$ cat src/rtl/psq_regs.svh
// Purpose: named constants of the pushbutton power sequencer
// Assumes: 50 MHz block clock, 1 ms time base
// Notes:   definitions only; included by the package, the sequencer, the tick and the bench
`ifndef PSQ_REGS_SVH
`define PSQ_REGS_SVH

// clock and time base
`define PSQ_CLK_MHZ      50
`define PSQ_TICK_US      1000
`define PSQ_TICK_CYC     (`PSQ_TICK_US * `PSQ_CLK_MHZ)
`define PSQ_TICK_W       16

// kill glitch filter, figures in microseconds and cycles
`define PSQ_KILL_PW_US   30
`define PSQ_KILL_CYC     (`PSQ_KILL_PW_US * `PSQ_CLK_MHZ)
`define PSQ_KILL_LAT     3
`define PSQ_KILL_W       11
`define PSQ_KILL_THR     (`PSQ_KILL_CYC - `PSQ_KILL_LAT)

// millisecond timer width and phase lengths in ms
`define PSQ_MS_W         11
`define PSQ_EXT_W        8
`define PSQ_EXT_PAD      3
`define PSQ_DB_MS        11'h020
`define PSQ_BLANK_MS     11'h200
`define PSQ_PDOWN_MS     11'h400
`define PSQ_LOCK_MS      11'h100

// synchroniser reset values
`define PSQ_PINS_RST     2'h3
`define PSQ_EXT_RST      16'h0000

`endif

$ cat src/rtl/psq_pkg.sv
// Purpose: types of the pushbutton power sequencer
// Assumes: constants come from psq_regs.svh
// Notes:   phase codes are Gray along the power-on and power-off path
`include "psq_regs.svh"

package psq_pkg;

    // sequencer phases
    typedef enum logic [3:0] {
        PSQ_IDLE    = 4'h0,
        PSQ_ON_DB   = 4'h1,
        PSQ_BLANK   = 4'h3,
        PSQ_REL_ON  = 4'h2,
        PSQ_RUN     = 4'h6,
        PSQ_OFF_DB  = 4'h7,
        PSQ_PDOWN   = 4'h5,
        PSQ_OFF_REL = 4'h4,
        PSQ_LOCKOUT = 4'hC
    } psq_phase_t;

    // complete state of the sequencer core
    typedef struct packed {
        psq_phase_t                 phase;
        logic [`PSQ_MS_W-1:0]       ms_cnt;
        logic [`PSQ_KILL_W-1:0]     kill_cnt;
        logic                       kill_low;
        logic                       pb_prev;
        logic                       en_on;
        logic                       irq_n;
        logic                       power_enable;
    } psq_core_t;

endpackage

$ cat src/rtl/psq_sequencer.sv
// Purpose: pushbutton power on/off sequencer with processor handshake
// Assumes: 50 MHz clk, synchronous active-low reset at power-up
// Notes:   phase timers count 1 ms ticks, the kill filter counts clk cycles; pins are synchronised first
// Operation
// - reset leaves enable off, converter held off
// - enable only after 32ms plus extension low
// - button high abandons a running on or off debounce
// - on debounce extended by on_time_extend
// - off debounce extended by off_time_extend
// - kill ignored for 512ms after enable
// - button ignored during the blanking window
// - kill low at blank end aborts power
// - button release debounced 32ms before new press
// - validated off press drives interrupt low
// - no kill within 1024ms releases enable
// - kill in power-down window releases immediately
// - kill after blanking releases enable immediately
// - 256ms button lockout after kill release
// - enable polarity selectable, behaviour otherwise same
// - kill pulses under 30us are ignored
// - after power-off return idle, await press
// - enable released within 30us of kill after blanking
`timescale 1ns/1ps
`include "psq_regs.svh"

module psq_sequencer
    import psq_pkg::*;
#(
    parameter int   TICK_CYCLES   = `PSQ_TICK_CYC,
    parameter logic EN_ACTIVE_LOW = 1'b0
) (
    // clock and reset
    input  wire logic                  clk,
    input  wire logic                  rst_b,
    // pushbutton and processor pins
    input  wire logic                  push_button_n,
    input  wire logic                  kill_request_n,
    // debounce extensions in ms
    input  wire logic [`PSQ_EXT_W-1:0] on_time_extend,
    input  wire logic [`PSQ_EXT_W-1:0] off_time_extend,
    // power and interrupt outputs
    output logic                       power_enable,
    output logic                       shutdown_irq_n
);

    localparam logic [`PSQ_KILL_W-1:0] KILL_LAST = `PSQ_KILL_W'(`PSQ_KILL_THR - 1);

    psq_core_t               st;
    psq_core_t               next_st;
    logic                    pb_s;
    logic                    kill_s;
    logic [`PSQ_EXT_W-1:0]   on_ext;
    logic [`PSQ_EXT_W-1:0]   off_ext;
    logic                    tick;
    logic                    tmr_restart;
    logic                    tmr_done;
    logic [`PSQ_MS_W-1:0]    on_target;
    logic [`PSQ_MS_W-1:0]    off_target;
    logic [`PSQ_MS_W-1:0]    target;
    logic                    pb_fall;

    // button and kill pins pass two flops before any logic
    psq_sync #(
        .WIDTH   (2),
        .RST_VAL (`PSQ_PINS_RST)
    ) u_sync_pins (
        .clk   (clk),
        .rst_b (rst_b),
        .din   ({push_button_n, kill_request_n}),
        .dout  ({pb_s, kill_s})
    );

    // extension straps are pins as well
    psq_sync #(
        .WIDTH   (2 * `PSQ_EXT_W),
        .RST_VAL (`PSQ_EXT_RST)
    ) u_sync_ext (
        .clk   (clk),
        .rst_b (rst_b),
        .din   ({on_time_extend, off_time_extend}),
        .dout  ({on_ext, off_ext})
    );

    // common millisecond time base, restarted with each timer
    psq_tick #(
        .TICK_CYCLES (TICK_CYCLES)
    ) u_tick (
        .clk   (clk),
        .rst_b (rst_b),
        .clr   (tmr_restart),
        .tick  (tick)
    );

    // debounce lengths with the configured extensions
    assign on_target  = `PSQ_DB_MS + {{`PSQ_EXT_PAD{1'b0}}, on_ext};
    assign off_target = `PSQ_DB_MS + {{`PSQ_EXT_PAD{1'b0}}, off_ext};
    assign pb_fall    = st.pb_prev && !pb_s;

    // length of the timer running in the present phase
    always_comb begin
        case (st.phase)
            PSQ_ON_DB:   target = on_target;
            PSQ_BLANK:   target = `PSQ_BLANK_MS;
            PSQ_REL_ON:  target = `PSQ_DB_MS;
            PSQ_OFF_DB:  target = off_target;
            PSQ_PDOWN:   target = `PSQ_PDOWN_MS;
            PSQ_LOCKOUT: target = `PSQ_LOCK_MS;
            PSQ_OFF_REL: target = `PSQ_DB_MS;
            default:     target = `PSQ_DB_MS;
        endcase
        tmr_done = (st.ms_cnt >= target);
    end

    // sequencer core: kill filter, phases and timer
    always_comb begin
        next_st         = st;
        tmr_restart     = 1'b0;
        next_st.pb_prev = pb_s;

        // kill must stay low a full filter period to count
        if (kill_s) begin
            next_st.kill_cnt = '0;
            next_st.kill_low = 1'b0;
        end else if (st.kill_cnt == KILL_LAST) begin
            next_st.kill_low = 1'b1;
        end else begin
            next_st.kill_cnt = st.kill_cnt + `PSQ_KILL_W'(1);
        end

        case (st.phase)
            PSQ_IDLE: begin
                next_st.en_on = 1'b0;
                next_st.irq_n = 1'b1;
                // a new power-on starts on a falling edge only
                if (pb_fall) begin
                    next_st.phase = PSQ_ON_DB;
                    tmr_restart   = 1'b1;
                end
            end
            PSQ_ON_DB: begin
                if (pb_s) begin
                    next_st.phase = PSQ_IDLE;
                    tmr_restart   = 1'b1;
                end else if (tmr_done) begin
                    next_st.en_on = 1'b1;
                    next_st.phase = PSQ_BLANK;
                    tmr_restart   = 1'b1;
                end
            end
            PSQ_BLANK: begin
                // button and kill are not looked at until the end
                if (tmr_done) begin
                    tmr_restart = 1'b1;
                    if (st.kill_low) begin
                        next_st.en_on = 1'b0;
                        next_st.phase = PSQ_LOCKOUT;
                    end else begin
                        next_st.phase = PSQ_REL_ON;
                    end
                end
            end
            PSQ_REL_ON: begin
                if (st.kill_low) begin
                    next_st.en_on = 1'b0;
                    next_st.phase = PSQ_LOCKOUT;
                    tmr_restart   = 1'b1;
                end else if (!pb_s) begin
                    tmr_restart = 1'b1;
                end else if (tmr_done) begin
                    next_st.phase = PSQ_RUN;
                    tmr_restart   = 1'b1;
                end
            end
            PSQ_RUN: begin
                if (st.kill_low) begin
                    next_st.en_on = 1'b0;
                    next_st.phase = PSQ_LOCKOUT;
                    tmr_restart   = 1'b1;
                end else if (pb_fall) begin
                    next_st.phase = PSQ_OFF_DB;
                    tmr_restart   = 1'b1;
                end
            end
            PSQ_OFF_DB: begin
                if (st.kill_low) begin
                    next_st.en_on = 1'b0;
                    next_st.phase = PSQ_LOCKOUT;
                    tmr_restart   = 1'b1;
                end else if (pb_s) begin
                    next_st.phase = PSQ_RUN;
                    tmr_restart   = 1'b1;
                end else if (tmr_done) begin
                    next_st.irq_n = 1'b0;
                    next_st.phase = PSQ_PDOWN;
                    tmr_restart   = 1'b1;
                end
            end
            PSQ_PDOWN: begin
                // a tied interrupt shows up here after the filter only
                if (st.kill_low) begin
                    next_st.en_on = 1'b0;
                    next_st.phase = PSQ_LOCKOUT;
                    tmr_restart   = 1'b1;
                end else if (tmr_done) begin
                    next_st.en_on = 1'b0;
                    next_st.phase = PSQ_OFF_REL;
                    tmr_restart   = 1'b1;
                end
            end
            PSQ_LOCKOUT: begin
                // lets the supply decay before a restart is possible
                if (tmr_done) begin
                    next_st.phase = PSQ_OFF_REL;
                    tmr_restart   = 1'b1;
                end
            end
            PSQ_OFF_REL: begin
                if (!pb_s) begin
                    tmr_restart = 1'b1;
                end else if (tmr_done) begin
                    next_st.phase = PSQ_IDLE;
                    next_st.irq_n = 1'b1;
                    tmr_restart   = 1'b1;
                end
            end
            default: begin
                next_st.phase = PSQ_IDLE;
                next_st.en_on = 1'b0;
                next_st.irq_n = 1'b1;
                tmr_restart   = 1'b1;
            end
        endcase

        // timer restarts together with the time base
        if (tmr_restart) begin
            next_st.ms_cnt = '0;
        end else if (tick && !tmr_done) begin
            next_st.ms_cnt = st.ms_cnt + `PSQ_MS_W'(1);
        end

        // pin polarity is the only difference between variants
        next_st.power_enable = next_st.en_on ^ EN_ACTIVE_LOW;

        // synchronous reset: converter off, interrupt idle
        if (!rst_b) begin
            next_st              = '0;
            next_st.phase        = PSQ_IDLE;
            next_st.pb_prev      = 1'b1;
            next_st.irq_n        = 1'b1;
            next_st.en_on        = 1'b0;
            next_st.power_enable = EN_ACTIVE_LOW;
        end
    end

    always_ff @(posedge clk) begin
        st <= next_st;
    end

    // outputs straight from the state flops
    assign power_enable   = st.power_enable;
    assign shutdown_irq_n = st.irq_n;

    // reset leaves power off and interrupt released
    AST_RESET_OFF: assert property (@(posedge clk) disable iff (!rst_b)
        $rose(rst_b) |-> (!st.en_on && st.irq_n && power_enable == EN_ACTIVE_LOW))
        else $error("enable or interrupt active after reset");

    // enable rises only out of a completed on debounce
    AST_ON_AFTER_DB: assert property (@(posedge clk) disable iff (!rst_b)
        $rose(st.en_on) |-> ($past(st.phase) == PSQ_ON_DB && !$past(pb_s)
                             && $past(st.ms_cnt) >= $past(on_target)))
        else $error("enable asserted without full on debounce");

    // button high during the on debounce abandons it
    AST_DB_RESTART: assert property (@(posedge clk) disable iff (!rst_b)
        (st.phase == PSQ_ON_DB && pb_s) |=> (st.phase == PSQ_IDLE && st.ms_cnt == '0))
        else $error("on debounce survived a button release");

    // nothing leaves the blanking window early
    AST_BLANK_HOLD: assert property (@(posedge clk) disable iff (!rst_b)
        (st.phase == PSQ_BLANK && !tmr_done) |=> (st.phase == PSQ_BLANK && st.en_on))
        else $error("blanking window left early");

    // kill still low at blank end drops power
    AST_ABORT: assert property (@(posedge clk) disable iff (!rst_b)
        (st.phase == PSQ_BLANK && tmr_done && st.kill_low)
        |=> (!st.en_on ##1 power_enable == EN_ACTIVE_LOW))
        else $error("power-on not aborted with kill low");

    // validated off press pulls the interrupt low
    AST_OFF_IRQ: assert property (@(posedge clk) disable iff (!rst_b)
        (st.phase == PSQ_OFF_DB && tmr_done && !pb_s && !st.kill_low)
        |=> (!shutdown_irq_n && st.phase == PSQ_PDOWN && st.en_on))
        else $error("interrupt not raised after off debounce");

    // power-down window timeout releases the enable
    AST_PDOWN_TIMEOUT: assert property (@(posedge clk) disable iff (!rst_b)
        (st.phase == PSQ_PDOWN && tmr_done && !st.kill_low)
        |=> (!st.en_on && st.phase == PSQ_OFF_REL))
        else $error("enable kept after power-down window");

    // recognised kill after blanking acts on the next edge
    AST_KILL_RELEASE: assert property (@(posedge clk) disable iff (!rst_b)
        (st.kill_low && (st.phase == PSQ_RUN || st.phase == PSQ_REL_ON
                         || st.phase == PSQ_OFF_DB || st.phase == PSQ_PDOWN))
        |=> (!st.en_on && st.phase == PSQ_LOCKOUT))
        else $error("kill did not release the enable");

    // lockout holds until its timer ends
    AST_LOCKOUT_HOLD: assert property (@(posedge clk) disable iff (!rst_b)
        (st.phase == PSQ_LOCKOUT && !tmr_done) |=> (st.phase == PSQ_LOCKOUT && !st.en_on))
        else $error("lockout left early");

    // output pin active exactly in the powered phases, either polarity
    AST_POLARITY: assert property (@(posedge clk) disable iff (!rst_b)
        power_enable == ((st.phase inside {PSQ_BLANK, PSQ_REL_ON, PSQ_RUN, PSQ_OFF_DB,
                                           PSQ_PDOWN}) ^ EN_ACTIVE_LOW))
        else $error("enable pin polarity wrong");

    // any high on kill clears recognition
    AST_KILL_GLITCH: assert property (@(posedge clk) disable iff (!rst_b)
        kill_s |=> (!st.kill_low && st.kill_cnt == '0))
        else $error("short kill pulse recognised");

    // kill recognised once the filter count completes
    AST_KILL_LATENCY: assert property (@(posedge clk) disable iff (!rst_b)
        (!kill_s && st.kill_cnt == KILL_LAST) |=> st.kill_low)
        else $error("kill recognised too late");

    // interrupt is released whenever the block idles
    AST_IRQ_IDLE: assert property (@(posedge clk) disable iff (!rst_b)
        (st.phase == PSQ_IDLE) |-> (shutdown_irq_n && !st.en_on))
        else $error("interrupt low or enable on in idle");

endmodule // psq_sequencer

$ cat src/rtl/psq_sync.sv
// Purpose: two-flop synchroniser for a group of pin inputs
// Assumes: inputs are quasi-static or slow against clk
// Notes:   only the second stage leaves this module
`timescale 1ns/1ps

module psq_sync #(
    parameter int               WIDTH   = 1,
    parameter logic [WIDTH-1:0] RST_VAL = '0
) (
    // clock and reset
    input  wire logic             clk,
    input  wire logic             rst_b,
    // asynchronous pins and synchronised copy
    input  wire logic [WIDTH-1:0] din,
    output logic      [WIDTH-1:0] dout
);

    typedef struct packed {
        logic [WIDTH-1:0] s1;
        logic [WIDTH-1:0] s2;
    } psq_sync_st_t;

    psq_sync_st_t st;
    psq_sync_st_t next_st;

    // shift the pins through both stages
    always_comb begin
        next_st.s1 = din;
        next_st.s2 = st.s1;
        if (!rst_b) begin
            next_st.s1 = RST_VAL;
            next_st.s2 = RST_VAL;
        end
    end

    always_ff @(posedge clk) begin
        st <= next_st;
    end

    assign dout = st.s2;

endmodule // psq_sync

$ cat src/rtl/psq_tick.sv
// Purpose: millisecond time base for the sequencer timers
// Assumes: TICK_CYCLES fits the counter width
// Notes:   clr restarts the period so a fresh timer sees whole ms
`timescale 1ns/1ps
`include "psq_regs.svh"

module psq_tick #(
    parameter int TICK_CYCLES = `PSQ_TICK_CYC
) (
    // clock and reset
    input  wire logic clk,
    input  wire logic rst_b,
    // restart and tick pulse
    input  wire logic clr,
    output logic      tick
);

    localparam logic [`PSQ_TICK_W-1:0] LAST = `PSQ_TICK_W'(TICK_CYCLES - 1);

    typedef struct packed {
        logic [`PSQ_TICK_W-1:0] cnt;
        logic                   tick;
    } psq_tick_st_t;

    psq_tick_st_t st;
    psq_tick_st_t next_st;

    // free counter, one pulse per period
    always_comb begin
        next_st.tick = 1'b0;
        next_st.cnt  = st.cnt + `PSQ_TICK_W'(1);
        if (st.cnt == LAST) begin
            next_st.cnt  = '0;
            next_st.tick = 1'b1;
        end
        if (clr || !rst_b) begin
            next_st.cnt  = '0;
            next_st.tick = 1'b0;
        end
    end

    always_ff @(posedge clk) begin
        st <= next_st;
    end

    assign tick = st.tick;

endmodule // psq_tick

$ cat config.mk
export PLATFORM = sky130hd
export DESIGN_NAME = psq_sequencer
export DESIGN_NICKNAME = d
export VERILOG_FILES = /design/src/rtl/psq_pkg.sv /design/src/rtl/psq_sequencer.sv /design/src/rtl/psq_sync.sv /design/src/rtl/psq_tick.sv
export VERILOG_INCLUDE_DIRS = /design/src /design/src/rtl
export SDC_FILE = /design/constraint.sdc
export NUM_CORES = 1
export LEC_CHECK = 0
export ABC_AREA = 1
export CORE_ASPECT_RATIO = 1.2
export CORE_MARGIN = 1.5
export CORE_UTILIZATION = 40
export DETAILED_ROUTE_END_ITERATION = 8
export DONT_BUFFER_PORTS = 1
export GPL_TIMING_DRIVEN = 0
export HOLD_SLACK_MARGIN = 0.06
export PLACE_DENSITY_LB_ADDON = 0.3
export SLEW_MARGIN = 5
export SYNTH_ARGS = -nofsm -noshare
export SYNTH_HDL_FRONTEND = slang
export SYNTH_HIERARCHICAL = 1
export SYNTH_SLANG_ARGS = --single-unit
$ cat constraint.sdc
create_clock -name clk -period 3 [get_ports clk]
set_input_delay 0.3 -clock clk [delete_from_list [all_inputs] [get_ports clk]]
set_output_delay 0.3 -clock clk [all_outputs]
set_load 0.1 [all_outputs]
==> results of run 1 <==
metal layers:
metal	part of all wire [%]	vias to the layer above
met5	0	-
met4	3.1	0
met3	2.7	22
met2	51	65
met1	43	1690
li1	-	1945
power by group:
group	internal (mW)	total [mW]	switching, mW
logic	0.471	1.11	0.635
clock network	0.736	1.20	0.462
registers	1.16	1.24	0.0752
worst max-delay path: stages, from the launching register on:
cell	delay [ns]
dfxtp_4	0.40
inv_6	0.05
nor3_4	0.29
buf_6	0.16
buf_4	0.14
nand2_1	0.06
nand2_2	0.10
a41oi_2	0.13
ha_1	0.38
nand2_1	0.09
nand2_1	0.07
a21oi_2	0.14
nand2_2	0.10
inv_2	0.06
nand2_2	0.08
o21ai_1	0.10
nand2_1	0.08
nor2_2	0.12
nand2_2	0.09
nor2_4	0.10
nand2_4	0.11
buf_6	0.15
a21oi_2	0.09
worst max-delay path by stage:
stage / to / startpoint / depth (start not counted)
finish: u_tick/st[15]$_SDFF_PP0_ / st[27]$_SDFFE_PN0P_ / 22
detailed placement: u_tick/st[4]$_SDFF_PP0_ / st[30]$_SDFFE_PN0P_ / 26
global placement: u_tick/st[4]$_SDFF_PP0_ / st[30]$_SDFFE_PN0P_ / 26
global route: u_tick/st[4]$_SDFF_PP0_ / st[27]$_SDFFE_PN0P_ / 25
CTS: u_tick/st[15]$_SDFF_PP0_ / st[30]$_SDFFE_PN0P_ / 24
floorplan: u_tick/st[4]$_SDFF_PP0_ / st[30]$_SDFFE_PN0P_ / 26
metrics by stage:
step | total power, mW | setup WS [ns] | std cells
4_1_cts | 3.50 | -0.0914 | 788
6_report | 3.54 | -0.146 | 790
5_1_grt | 3.74 | -0.370 | 790
2_1_floorplan | 1.86 | -0.00944 | 609
3_5_place_dp | 2.01 | -0.571 | 738
3_3_place_gp | 2.00 | -0.547 | 738
placed cells by master, fill, tap and decap left out, types with 13 or more instances in the layout:
cell           netlist  routed
nand2_2              7      17
dfxtp_1             83      79
nor2_2              24      23
nand2_1            149     137
nor2_1              64      55
a21oi_1             27      18
nor2_4               2      13
ha_1                16      13
dlygate4sd3_1        0      16
buf_4               18      33
inv_1              112     108
nand3_1             19      19
sequential cells by signal, summed over array words and instances (netlist names):
register          cells
st                   28
u_sync_ext/dout      16
u_sync_ext/st        16
u_tick/st            16
u_sync_pins/dout      2
u_sync_pins/st        2
power_enable          1
shutdown_irq_n        1
u_tick/tick           1
synth_stat cells (all sizes together):
master / number / area share [%]
a211oi: 2 / 0.35
a21oi: 29 / 3.5
a22o: 5 / 1.0
a31oi: 1 / 0.15
a41oi: 1 / 0.20
buf: 23 / 4.7
dfxtp: 83 / 39
ha: 16 / 4.7
inv: 118 / 10
mux2i: 1 / 0.23
nand2: 157 / 14
nand3: 23 / 3.1
nand4: 10 / 1.5
nor2: 90 / 9.6
nor3: 12 / 1.7
nor4: 1 / 0.15
o2111ai: 1 / 0.20
o211ai: 1 / 0.17
o21a: 1 / 0.17
o21ai: 14 / 1.6
o22ai: 1 / 0.15
or2: 3 / 0.44
xnor2: 3 / 0.61
xor2: 13 / 2.6
cell families (layout without fill, tap and decap cells):
group / Yosys count / count (layout) / synth area share (%)
xor gates and xnor gates: 16 / 16 / 3.26
AOI/OAI and AO/OA: 56 / 56 / 7.59
DFF: 83 / 83 / 38.6
muxes: 1 / 1 / 0.233
and+or+nand+nor: 296 / 297 / 30.7
buffers and inverters: 141 / 192 / 14.9
adders and majority gates: 16 / 16 / 4.65
what timing repair did:
item	CTS	global route
pin swaps	22	19
endpoints found under the setup margin	34	34
hold buffers	16	0
gates cloned	3	0
hold endpoints to repair	19	0
resized for setup	33	28
buffers inserted	16	2
final cells by class:
type                            count  share of cell area [%]
Multi-Input combinational cell    386                    41.4
Sequential cell                    83                    30.9
Inverter                          118                    8.28
Timing Repair Buffer               36                    6.69
Clock buffer                        9                    4.16
Buffer                             23                    3.77
Tap cell                          129                    2.98
Clock inverter                      6                    1.76
==> reports/qor.yml, run 1 <==
worst_setup_path:
  required_ns: 3.27
  r2r_start: "st[27]$_SDFFE_PN0P_"
  critPathCaptureType: "register"
  start_kind: "register"
  critPathArrivalTime_ns: 3.42
  r2r-end: "u_tick/st[15]$_SDFF_PP0_"
  crit_path_max_fanout: 6
  critPathKind: "register to register"
  r2r_cells: 22
  reg2reg_slack_ns: -0.15
clock_network:
  clock-root-buffer: "clkbuf_16"
  clockBufferDepth: 2
  htree_levels: 3
  numCtsBuffers: 9
  clk_latency_ns: 0.34
  cts_tree: "built"
  path_clk_slew_ns: 0.06
  cts_sinks: 83
floorplan:
  design.die.area_mm2: 0.0114
  io-pin-count: 22
  start_util_pct: 40.9
  die_w_um: 97.7
  rows: 41
  die_h_um: 117
  coreArea_mm2: 0.0105
power_and_ir_drop:
  p_leak_nw: 2.47
  power.density_mw_per_mm2: 655
  irDropWorstVdd_mv: 0.486
finish:
  diodes: 0
  drive_above_1_share_pct: 23.1
  num-nets-final: 693
  stdcell_area_mm2: 0.00541
  final_util_pct: 51.4
  area_growth_pct: 25.7
  multi_input_area_mm2: 0.00224
  nFillCells: 967
  layout.area.seq_mm2: 0.00167
sta:
  whs_ns: 0.0629
  finClkSkew_ns: 0.00646
  max_freq_ghz: 0.318
  hold_viol: 0
  finalSetupViolations: 25
  finalCritPeriodShare_pct: 105
  tns_ns: -2.74
  relSlewSlack_pct: 35.4
  drv_slew: 0
  min_period_ns: 3.15
  rsz0062_at_grt: "yes"
  max_slew.worst_pin.slew_ns: 0.968
  fin_ws_ns: -0.146
global_route:
  grt_pass1_vias: 3665
  grt_pass1_wl_um: 15800
  antenna_found_initial: 0
  use_met1_pct: 18.5
  grt_max_degree: 16
  met3_usage_pct: 3.41
  gr-max-usage-layer: "met2"
  grtUsageTotal_pct: 17.2
  grt_overflow: 0
  gr-usage-met2_pct: 31.8
placed_design:
  port_buffers: 0
  hpwlAfterDp_um: 6330
  dpl_cell_area_mm2: 0.00449
  gp_congestion: 0.964
logic_synthesis:
  syn-mean-instance-area_um2: 7.07
  seq_area_frac_synth_pct: 38.6
  netlist_area_mm2: 0.00430
  ys_seq_elements: 83
  yosys.cell_types.count: 36
  synth.net_count: 645
  synthesis.instances: 609
  yosys_warnings: 6
routing:
  wirelength_um: 9260
  via_per_inst: 4.71
  drt-initial-drc-count: 114
  drtAntennaViolNets: 0
  first_pass_iters: 4
  num_vias: 3722
  drc: 0
  post_drt_wl_per_cell_um: 11.7
min_path:
  hold_class: "input pin to register"
  hp-start: "on_time_extend[6]"
  hold-path-cell-count: 2
  hold_path_end: "u_sync_ext/st[30]$_SDFF_PN0_"
outcome:
  outcome: "finished, violations left"
  violations: "setup timing"
flow_run:
  drv_cap: 0
No activity file was read; power rests on OpenSTA's default activity.
==> run 2, diff against run 1 <==
Settings changed: CTS_CLUSTER_DIAMETER from default to 60, SYNTH_HIERARCHICAL 1 to default.
==> run 2 against run 1 <==
Critical path type unchanged. Sequential share of layout area up 1.8 points. Largest power group unchanged. Clock-buffer cell count up 4. The flow still finishes with violations (setup timing). Cell area decreased by 5.3%. Total power shrank 2.3%. Highest routed layer unchanged. Register-to-register slack improved by 0.13 ns.
==> reports/qor.yml, run 2 <==
outcome:
  outcome: "finished, violations left"
  violations: "setup timing"
placed_design:
  dpl.cell_count: 694
  gp_congestion: 0.907
  hpwlAfterDp_um: 6130
  dpl_cell_area_mm2: 0.00429
  port_buffers: 0
worst_setup_path:
  critPathCaptureType: "register"
  crit_path_max_fanout: 5
  critPathKind: "register to register"
  crit_start: "st[30]$_SDFFE_PN0P_"
  start_kind: "register"
  critPathArrivalTime_ns: 3.28
  r2r-end: "u_tick.st[8]$_SDFF_PP0_"
  r2r_start: "st[30]$_SDFFE_PN0P_"
  reg2reg_slack_ns: -0.01
  r2r_cells: 21
  required_ns: 3.27
power_and_ir_drop:
  p_leak_nw: 2.29
  irDropWorstVdd_mv: 0.522
  power.density_mw_per_mm2: 676
clock_network:
  clock-root-buffer: "clkbuf_16"
  clk_latency_ns: 0.33
  cts_tree: "built"
  path_clk_slew_ns: 0.06
  cts_sinks: 83
  numCtsBuffers: 9
  htree_levels: 3
  clockBufferDepth: 2
routing:
  num_vias: 3476
  drtAntennaViolNets: 0
  drt-initial-drc-count: 170
  wirelength_um: 8710
  via_per_inst: 4.71
  drc: 0
  first_pass_iters: 4
  post_drt_wl_per_cell_um: 11.8
floorplan:
  design.die.area_mm2: 0.0109
  die_h_um: 114
  coreArea_mm2: 0.0100
  start_util_pct: 41.3
  die_w_um: 95.7
  io-pin-count: 22
  rows: 40
sta:
  max_freq_ghz: 0.332
  relSlewSlack_pct: 35.8
  drv_slew: 0
  finClkSkew_ns: 0.00996
  hold_viol: 0
  tns_ns: -0.0137
  fin_ws_ns: -0.0137
  finalCritPeriodShare_pct: 100
  max_slew.worst_pin.slew_ns: 0.962
  min_period_ns: 3.01
  finalSetupViolations: 1
  rsz0062_at_grt: "yes"
logic_synthesis:
  yosys_warnings: 0
  seq_area_frac_synth_pct: 40.2
  synth_common_cells: "133 x nand2_1, 105 x inv_1, 83 x dfxtp_1, 53 x nor2_1, 22 x nand3_1"
  async_flop_share_pct: 0
  synthesis.instances: 568
  ys_seq_elements: 83
  syn-mean-instance-area_um2: 7.27
  netlist_area_mm2: 0.00413
  yosys.area.top_type: "dfxtp_1"
  yosysMostFrequentCell: "nand2_1"
  synth_area_leaders: "dfxtp_1 40%, nand2_1 12%, inv_1 9.5%, ha_1 4.8%, nor2_1 4.8%"
  synth_top_cell_area_share_pct: 40.2
  synth-edff-count: 0
  synth.net_count: 604
  ys.flop_type: "dfxtp_1"
  yosys.cell_types.count: 39
finish:
  largest_reg_flops: 28
  diodes: 0
  layout_common_cells: "121 x nand2_1, 103 x inv_1, 79 x dfxtp_1"
  largest-register: "st"
  stdcell_area_mm2: 0.00512
  final_common_cell: "nand2_1"
  final_cells: 738
  drive_above_1_share_pct: 19.4
  num-nets-final: 643
  area_growth_pct: 24.0
flow_run:
  drv_cap: 0
global_route:
  antenna_found_initial: 0
  grt_max_degree: 14
  grt_overflow: 0
  grt_pass1_wl_um: 14500
  grt_pass1_vias: 3278
  grtUsageTotal_pct: 17.0
min_path:
  hold-path-cell-count: 2
  hold_class: "input pin to register"
  hp-start: "off_time_extend[6]"
  hold_path_end: "u_sync_ext.st[22]$_SDFF_PN0_"
==> run 2: cell types whose count changed after synthesis, sizes merged, moves of 3 or more <==
cell | previous run | this run
xor2 | 13 | 18
a21oi | 29 | 23
clkbuf | 0 | 3
nand2 | 157 | 135
buf | 23 | 8
nor2 | 90 | 71
nor3 | 12 | 17
o21ai | 14 | 21
inv | 118 | 113
==> run 2: layer usage <==
layer  part of all wire, %  vias up  global-route usage (%)
met3                   3.5       21                    4.25
met4                   3.4        0                    7.84
met2                    50       66                    28.8
li1                      -     1831                       -
met1                    43     1558                    19.7
met5                     0        -                       0
==> run 2: report_power, final <==
| group | switching (mW) | internal, mW | leakage [nW] |
|---|---|---|---|
| logic | 0.637 | 0.450 | 1.46 |
| clock network | 0.420 | 0.692 | 0.146 |
| registers | 0.0943 | 1.17 | 0.681 |
| total | 1.15 | 2.31 | 2.29 |
==> run 2: what timing repair did <==
action / CTS / global route
hold buffers: 9 / 0
hold endpoints to repair: 9 / 0
setup endpoints to repair: 34 / 34
gates cloned: 1 / 1
buffers inserted: 13 / 5
gates resized for setup: 31 / 46
pin swaps: 16 / 17
==> run 2: how the worst max path moves through the flow <==
stage,end,depth (start not counted)
finish,u_tick.st[8]$_SDFF_PP0_,21
global placement,u_tick.st[6]$_SDFF_PP0_,22
detailed placement,u_tick.st[8]$_SDFF_PP0_,22
global route,u_tick.st[8]$_SDFF_PP0_,22
CTS,u_tick.st[8]$_SDFF_PP0_,23
floorplan,u_tick.st[13]$_SDFF_PP0_,20
==> run 2: critical path, stage by stage (launching register included) <==
cell and delay (ns):
dfxtp_4 0.36, inv_4 0.06, nand2_4 0.05, nor2_4 0.09, buf_6 0.13, mux2i_1 0.18
inv_1 0.07, ha_2 0.31, nand2_1 0.08, ha_4 0.22, nand2_1 0.09, inv_1 0.06
nand2_1 0.10, nand2_1 0.07, nand2_1 0.11, o21ai_2 0.08, nor2_4 0.18, a21oi_2 0.09
nor2_4 0.14, nand3_4 0.15, buf_12 0.18, nor2_4 0.09
==> run 2: cell type report <==
class | count | area [um2]
sequential | 83 | 1670
tap | 126 | 158
clock buffer | 13 | 260
inverter | 115 | 437
timing repair buffer | 29 | 288
buffer | 10 | 76.3
clock inverter | 3 | 46.3
fill | 974 | 4890
multi-input combinational | 359 | 2180
==> run 2: logic make-up after synthesis <==
kind of cell,Yosys count,synth area share [%]
AND/OR/NAND/NOR,264,29.8
flip-flops,83,40.2
buffers and inverters,126,12.2
XOR/XNOR,23,4.88
AO/OA/AOI/OAI,55,7.82
adder cells (fa/ha/maj),16,4.85
multiplexers,1,0.242
==> run 2: metrics by stage <==
step                util [%]  power (mW)  hold WS [ns]  worst slack [ns]
floorplan                  -        1.86         0.390            0.0245
global placement        42.8        2.00         0.394            -0.518
detailed placement      42.8        2.01         0.395            -0.539
CTS                     49.0        3.28        0.0613          -0.00196
global route            51.2        3.64        0.0642            -0.142
finish                  51.2        3.46        0.0734           -0.0137
